## config.mk

```make
export PLATFORM = sky130hd
export DESIGN_NAME = ssd_host_ctrl
export DESIGN_NICKNAME = d
export VERILOG_FILES = /design/src/core/ssd_pkg.sv /design/src/core/ssd_host_ctrl.sv
export SDC_FILE = /design/constraint.sdc
export NUM_CORES = 1
export LEC_CHECK = 0
export BUFFER_PORTS_ARGS = -buffer_cell sky130_fd_sc_hd__clkbuf_2
export CAP_MARGIN = 20
export CORE_MARGIN = 5
export CORE_UTILIZATION = 55
export CTS_CLUSTER_SIZE = 12
export DETAILED_ROUTE_END_ITERATION = 6
export PLACE_DENSITY = 0.95
export SYNTH_ARGS = -nofsm -noshare
export SYNTH_HDL_FRONTEND = slang
export SYNTH_SLANG_ARGS = --single-unit
```

## constraint.sdc

```tcl
create_clock -name pclk -period 5.9 [get_ports pclk]
set_input_delay 0.295 -clock pclk [delete_from_list [all_inputs] [get_ports pclk]]
set_output_delay 0.295 -clock pclk [all_outputs]
set_load 0.05 [all_outputs]
```

## src/core/ssd_pkg.sv

```systemverilog
/*
  shared constants and carrier types for the host-side controller of the
  scsi status, interrupt and dma-start block.
  assumes a 10 MHz pclk and the device's 8-bit register port.
*/
`default_nettype none
package ssd_pkg;
  // apb map of the controller's own registers
  localparam logic [7:0] CMD_OFS = 8'h00;
  localparam logic [7:0] STATUS_OFS = 8'h04;
  localparam logic [7:0] ARB_OFS = 8'h08;
  localparam logic [7:0] MODE_OFS = 8'h0c;
  // command register fields
  localparam int CMD_ADDR_LSB = 8;
  localparam int CMD_WRITE_BIT = 16;
  // status register fields
  localparam int ST_BUSY_BIT = 0;
  localparam int ST_REFUSED_BIT = 1;
  localparam int ST_ARB_BIT = 2;
  localparam int ST_IDOK_BIT = 3;
  localparam int ST_IRQ_BIT = 4;
  localparam int ST_RDATA_LSB = 8;
  // device register offsets
  localparam logic [2:0] DEV_CUR_DATA = 3'h0;
  localparam logic [2:0] DEV_MODE = 3'h2;
  localparam logic [2:0] DEV_SEND = 3'h5;
  localparam logic [2:0] DEV_TRX = 3'h6;
  localparam logic [2:0] DEV_IRX = 3'h7;
  // device mode register bits
  localparam int MODE_DMA_BIT = 1;
  localparam int MODE_ROLE_BIT = 6;
  localparam logic [7:0] MODE_RESET = 8'h00;
  // timing
  localparam int CLK_PERIOD_NS = 100;
  localparam int ARB_DELAY_NS = 2200;
  localparam int STROBE_NS = 200;
  localparam int ARB_CYC = (ARB_DELAY_NS + CLK_PERIOD_NS - 1) / CLK_PERIOD_NS;
  localparam int STROBE_CYC = (STROBE_NS + CLK_PERIOD_NS - 1) / CLK_PERIOD_NS;
  localparam int MAX_IDS = 2;

  // device port control pins, all active low except the address
  typedef struct packed {
    logic [2:0] addr;
    logic cs_n;
    logic rd_n;
    logic wr_n;
  } ssd_dev_ctl_t;

  // one queued device access
  typedef struct packed {
    logic write;
    logic [2:0] addr;
    logic [7:0] data;
  } ssd_cmd_t;
endpackage
`default_nettype wire

```

## src/core/ssd_host_ctrl.sv

```systemverilog
/*
  host-side controller: takes apb orders and runs single register accesses
  on the device's 8-bit port, guarding dma triggers and arbitration timing.
  assumes the device's data pins are joined to a shared wire by the bench,
  and that every input is synchronous to pclk.
*/
`timescale 1ns/1ns
`default_nettype none
module ssd_host_ctrl (
  // clock and reset
  input wire logic pclk,
  input wire logic presetn,
  // apb slave
  input wire logic [7:0] paddr,
  input wire logic psel,
  input wire logic penable,
  input wire logic pwrite,
  input wire logic [31:0] pwdata,
  output logic pready,
  output logic [31:0] prdata,
  output logic pslverr,
  // device register port
  output ssd_pkg::ssd_dev_ctl_t dev_ctl,
  output logic [7:0] dev_data_out,
  output logic dev_data_oe_n,
  input wire logic [7:0] dev_data_in,
  input wire logic dev_irq
);
  typedef enum logic [1:0] {ST_IDLE, ST_SETUP, ST_STROBE, ST_HOLD} ssd_state_t;

  ssd_state_t state;
  ssd_pkg::ssd_cmd_t cmd;
  logic [7:0] mode;
  logic [7:0] rdata;
  logic [4:0] arb_cnt;
  logic [1:0] stb_cnt;
  logic refused;
  logic id_ok;

  // at most the allowed number of ids may be active on the data bus
  function automatic logic ids_ok(input logic [7:0] d);
    return $countones(d) <= ssd_pkg::MAX_IDS;
  endfunction

  // a trigger write is legal only with its mode bits: dma enable for all three, plus target role for trx and initiator role for irx
  function automatic logic guard_ok(input ssd_pkg::ssd_cmd_t c, input logic [7:0] m);
    logic dma;
    logic tgt;
    dma = m[ssd_pkg::MODE_DMA_BIT];
    tgt = m[ssd_pkg::MODE_ROLE_BIT];
    if (!c.write)
      return 1'b1;
    unique case (c.addr)
      ssd_pkg::DEV_SEND: return dma;
      ssd_pkg::DEV_TRX: return dma & tgt;
      ssd_pkg::DEV_IRX: return dma & ~tgt;
      default: return 1'b1;
    endcase
  endfunction

  // apb decode
  logic apb_setup;
  logic apb_wr;
  logic map_hit;
  logic cmd_hit;
  logic arb_hit;
  logic arb_busy;
  logic busy;
  logic accept;
  logic arb_block;
  ssd_pkg::ssd_cmd_t new_cmd;
  assign apb_setup = psel & ~penable;
  assign apb_wr = psel & penable & pwrite;
  assign map_hit = paddr == ssd_pkg::CMD_OFS || paddr == ssd_pkg::STATUS_OFS
                   || paddr == ssd_pkg::ARB_OFS || paddr == ssd_pkg::MODE_OFS;
  assign cmd_hit = apb_wr & (paddr == ssd_pkg::CMD_OFS);
  assign arb_hit = apb_wr & (paddr == ssd_pkg::ARB_OFS);
  assign new_cmd = '{write: pwdata[ssd_pkg::CMD_WRITE_BIT], addr: pwdata[ssd_pkg::CMD_ADDR_LSB +: 3],
                     data: pwdata[7:0]};
  assign arb_busy = arb_cnt != 5'h00;
  assign busy = state != ST_IDLE;
  // the data bus must not be judged until the arbitration delay is over
  assign arb_block = arb_busy & ~new_cmd.write & (new_cmd.addr == ssd_pkg::DEV_CUR_DATA);
  assign accept = cmd_hit & ~busy & ~arb_block & guard_ok(new_cmd, mode);
  assign pready = 1'b1;

  // read mux is sampled in the setup phase so prdata comes from a flop
  logic [31:0] next_prdata;
  always_comb
  begin
    next_prdata = 32'h0000_0000;
    unique case (paddr)
      ssd_pkg::CMD_OFS:
      begin
        next_prdata[ssd_pkg::CMD_WRITE_BIT] = cmd.write;
        next_prdata[ssd_pkg::CMD_ADDR_LSB +: 3] = cmd.addr;
        next_prdata[7:0] = cmd.data;
      end
      ssd_pkg::STATUS_OFS:
      begin
        next_prdata[ssd_pkg::ST_BUSY_BIT] = busy;
        next_prdata[ssd_pkg::ST_REFUSED_BIT] = refused;
        next_prdata[ssd_pkg::ST_ARB_BIT] = arb_busy;
        next_prdata[ssd_pkg::ST_IDOK_BIT] = id_ok;
        next_prdata[ssd_pkg::ST_IRQ_BIT] = dev_irq;
        next_prdata[ssd_pkg::ST_RDATA_LSB +: 8] = rdata;
      end
      ssd_pkg::ARB_OFS: next_prdata[4:0] = arb_cnt;
      ssd_pkg::MODE_OFS: next_prdata[7:0] = mode;
      default: next_prdata = 32'h0000_0000;
    endcase
  end

  always_ff @(posedge pclk or negedge presetn)
  begin
    if (!presetn)
    begin
      prdata <= 32'h0000_0000;
      pslverr <= 1'b0;
    end
    else if (apb_setup)
    begin
      prdata <= next_prdata;
      pslverr <= ~map_hit;
    end
  end

  // access sequencer: setup, strobe for the pulse width, hold
  always_ff @(posedge pclk or negedge presetn)
  begin
    if (!presetn)
    begin
      state <= ST_IDLE;
      stb_cnt <= 2'h0;
    end
    else
    begin
      unique case (state)
        ST_IDLE: if (accept) state <= ST_SETUP;
        ST_SETUP:
        begin
          state <= ST_STROBE;
          stb_cnt <= 2'(ssd_pkg::STROBE_CYC);
        end
        ST_STROBE:
        begin
          stb_cnt <= stb_cnt - 2'h1;
          if (stb_cnt == 2'h1) state <= ST_HOLD;
        end
        ST_HOLD: state <= ST_IDLE;
      endcase
    end
  end

  // command latch and refusal flag; each command write sets or clears the flag by its outcome
  always_ff @(posedge pclk or negedge presetn)
  begin
    if (!presetn)
    begin
      cmd <= '0;
      refused <= 1'b0;
    end
    else if (cmd_hit)
    begin
      if (accept) cmd <= new_cmd;
      refused <= ~accept;
    end
  end

  // read data is taken on the last strobe cycle
  always_ff @(posedge pclk or negedge presetn)
  begin
    if (!presetn)
      rdata <= 8'h00;
    else if (state == ST_STROBE && stb_cnt == 2'h1 && !cmd.write)
      rdata <= dev_data_in;
  end

  // mode shadow follows writes and reads of the device mode register
  logic mode_done;
  assign mode_done = state == ST_HOLD && cmd.addr == ssd_pkg::DEV_MODE;
  always_ff @(posedge pclk or negedge presetn)
  begin
    if (!presetn)
      mode <= ssd_pkg::MODE_RESET;
    else if (mode_done)
      mode <= cmd.write ? cmd.data : rdata;
  end

  // id count is judged on every completed read of the live data bus
  always_ff @(posedge pclk or negedge presetn)
  begin
    if (!presetn)
      id_ok <= 1'b1;
    else if (state == ST_HOLD && !cmd.write && cmd.addr == ssd_pkg::DEV_CUR_DATA)
      id_ok <= ids_ok(rdata);
  end

  // arbitration wait counter; a software write restarts the full delay
  always_ff @(posedge pclk or negedge presetn)
  begin
    if (!presetn)
      arb_cnt <= 5'h00;
    else if (arb_hit)
      arb_cnt <= 5'(ssd_pkg::ARB_CYC);
    else if (arb_busy)
      arb_cnt <= arb_cnt - 5'h01;
  end

  // pin drive; data bus driven only while a write access is under way
  logic strobe;
  assign strobe = state == ST_STROBE;
  always_ff @(posedge pclk or negedge presetn)
  begin
    if (!presetn)
    begin
      dev_ctl <= '{addr: 3'h0, cs_n: 1'b1, rd_n: 1'b1, wr_n: 1'b1};
      dev_data_out <= 8'h00;
      dev_data_oe_n <= 1'b1;
    end
    else
    begin
      dev_ctl.addr <= cmd.addr;
      dev_ctl.cs_n <= ~(state == ST_SETUP || strobe);
      dev_ctl.rd_n <= ~(state == ST_SETUP ? 1'b0 : (strobe && stb_cnt != 2'h1 && !cmd.write));
      dev_ctl.wr_n <= ~(strobe && stb_cnt != 2'h1 && cmd.write);
      dev_data_out <= cmd.data;
      dev_data_oe_n <= ~(cmd.write && (state == ST_SETUP || strobe));
    end
  end

  localparam int ARB_LAST_A = ssd_pkg::ARB_CYC - 1;
endmodule
`default_nettype wire

```

==> run metrics <==
outcome finished, final reports clean; Final Max Tran Viols 0; Site Rows 29; P&R area growth vs syn 15.6%; share of layout cells above drive strength 1 0.312; CP Capture Type flip-flop; Achievable Freq 301 MHz; Least-Margin Pin Slew 0.946 ns; fin crit share 0.563; critical-path maximum fanout 4; CTS tree yes; Min Clock Period, post-route 3.32 ns; cell leakage power 2.02 nW; async set-reset flop share out of synthesis 1.00; # setup viols final 0; number of global-route vias before repair 2,633; Final Power 1.78 mW; TritonRoute pass-1 iters 4; worst reg2reg endpoint id_ok$_DFFE_PN1P_; Worst Skew 0.00361 ns; Final Hold Viols 0; worst-path cell chain fa_1, inv_1, fa_1, fa_1, inv_1, ha_1, inv_1, fa_1, nor2b_1, a31oi_1, a21oi_1, mux2_2; I/O pin cnt 103; Synthesis Warnings 0; grt total ovfl 0; die width 89.3 um; RSZ-0062 raised after global routing no; # diodes 0; setup bufs post-CTS 0; critical path data arrival time 3.60 ns; H-tree depth 3; M3 GR Usage 0.0525; Fillers 488; Post-DP Area 3780 um2; DR vias/cell 5.61; hold buffers post-CTS 0; Rel. slew slack 0.365; dpl ws 2.64 ns; Worst R2R Setup Slack 2.58 ns; EDFF count, synth 0; first-pass GRT wire length 12,200 um; Synth cell types 44; post_cts resized 0; die area 7980 um2; Critical Path Source Type flip-flop; Worst-Skew Late Latency 0.35 ns; Post-Route WL 7670 um; GR Util met2 0.352; Worst R2R Path Depth 12; RD Place Congestion 0.864; GRT Total Usage 0.207; Worst Setup Path Type flip-flop to flip-flop; detailed-route wire length per cell 16.9 um; Final nets 440; DRC violation count after routing 0; synth cell count leaders dfrtp_1, nor2_1, inv_1, nand2_1, mux2_2; Final WS setup 2.58 ns; Syn Area/Cell 11.3 um2; post-route design area 4000 um2; Starting Density 0.555; Fin Setup TNS 0 ns; register area share after synthesis 0.522; clock sink count 72; PwrDens 445 nW/um2; clock slew at reported path FFs 0.07 ns; post-detail-place hpwl 5770 um; Worst VDD drop 0.000395 V; GRT busiest layer met2; top cell type's share of synthesized area 0.484; initial antenna violation count 0; reg2reg start rdata[0]$_DFFE_PN0P_; Max stage delay on crit path 0.55 ns; Max-cap violations 0; Final ANT Viol Nets 0; Die Y-Extent 89.3 um; largest cells by area after synthesis dfrtp_1, mux2_2, dfstp_2, mux2i_1, buf_4; top-count cell post-synth dfrtp_1; DR vias 2,551; #FFs+latches synth 72; Worst path slowest cell fa_1; Core ar. 6240 um2; top_reg_cell synth dfrtp_1; initial DRC count 155; largest area contributor in the netlist dfrtp_1; Mapped Cells 307; IO buf count 66; Non-Filler Instances 455; mapped cell area 3460 um2; Most common cell on crit path fa_1; Inserted Clock Buffers 9; pin count of the biggest net entering global routing 73; clock buffer depth 2; CTS root buffer clkbuf_8; HP Class primary input to async pin; met1 Track Usage GR 0.240; number of cells after detailed placement 439; CP required 6.18 ns
-- cells in the final DEF (no fill, tap or decap), drive strengths merged, types with 11 or more instances in the layout --
cell / n
mux2i: 13
dfrtp: 67
a21oi: 15
nand2: 22
clkbuf: 79
o21ai: 11
nor2: 28
inv: 22
mux2: 21
conb: 16
-- sequential cells by signal, summed over array words and instances (netlist names) --
name           cells
prdata            17
cmd               12
dev_data_out       8
mode               8
rdata              8
dev_ctl            6
arb_cnt            5
state              2
stb_cnt            2
dev_data_oe_n      1
id_ok              1
pslverr            1
refused            1
-- worst max path at each step --
| stage | startpoint | endpoint | slack, ns |
|---|---|---|---|
| final | rdata[0]$_DFFE_PN0P_ | id_ok$_DFFE_PN1P_ | 2.58 |
| after global routing | rdata[0]$_DFFE_PN0P_ | id_ok$_DFFE_PN1P_ | 2.45 |
| after CTS | rdata[0]$_DFFE_PN0P_ | id_ok$_DFFE_PN1P_ | 2.60 |
| after detailed placement | rdata[0]$_DFFE_PN0P_ | id_ok$_DFFE_PN1P_ | 2.64 |
| after global placement | rdata[0]$_DFFE_PN0P_ | id_ok$_DFFE_PN1P_ | 2.71 |
| after floorplan | rdata[0]$_DFFE_PN0P_ | id_ok$_DFFE_PN1P_ | 2.81 |
-- routing by layer --
layer / vias up / share of wire
li1: 1163 / -
met1: 1250 / 0.37
met2: 116 / 0.51
met3: 22 / 0.096
met4: 0 / 0.025
met5: - / 0
-- per-stage QoR --
step | util | hold WS, ns
after detailed placement | 0.606 | 0.424
after CTS | 0.641 | 0.163
after global placement | 0.606 | 0.422
final | 0.641 | 0.125
after global routing | 0.641 | 0.171
after floorplan | - | -0.000591
-- worst max-delay path, delay by kind of cell, from the launching register on --
family | cells | cell delay (ns)
simple gates | 1 | 0.15
buf+inv | 3 | 0.17
compound gates | 2 | 0.24
flops | 1 | 0.43
mux | 1 | 0.26
fa+ha+maj | 5 | 1.98
-- final cells by class --
type | instances | area (um2) | area share
repair buffers | 67 | 338 | 0.0844
clock buffers | 14 | 183 | 0.0457
inverters | 22 | 82.6 | 0.0206
flip-flops and latches | 72 | 1810 | 0.452
well taps | 77 | 96.3 | 0.0241
multi-input cells | 201 | 1460 | 0.365
clock inverters | 2 | 35.0 | 0.00876
-- cells by family after synthesis --
family,count (synthesis),synth area share
adder cells (fa/ha/maj),13,0.0557
other,2,0.00217
flip-flops,72,0.522
AND/OR/NAND/NOR,89,0.141
AO/OA/AOI/OAI,46,0.0864
XOR/XNOR,1,0.00253
buffers and inverters,48,0.0716
multiplexers,36,0.119
-- where the power goes --
group	internal (mW)	switching (mW)	leakage, nW
Clock	0.241	0.176	0.113
Sequential	0.576	0.0812	0.936
Combinational	0.295	0.412	0.966
Total	1.11	0.669	2.02
(Power assumes the default switching activity.)
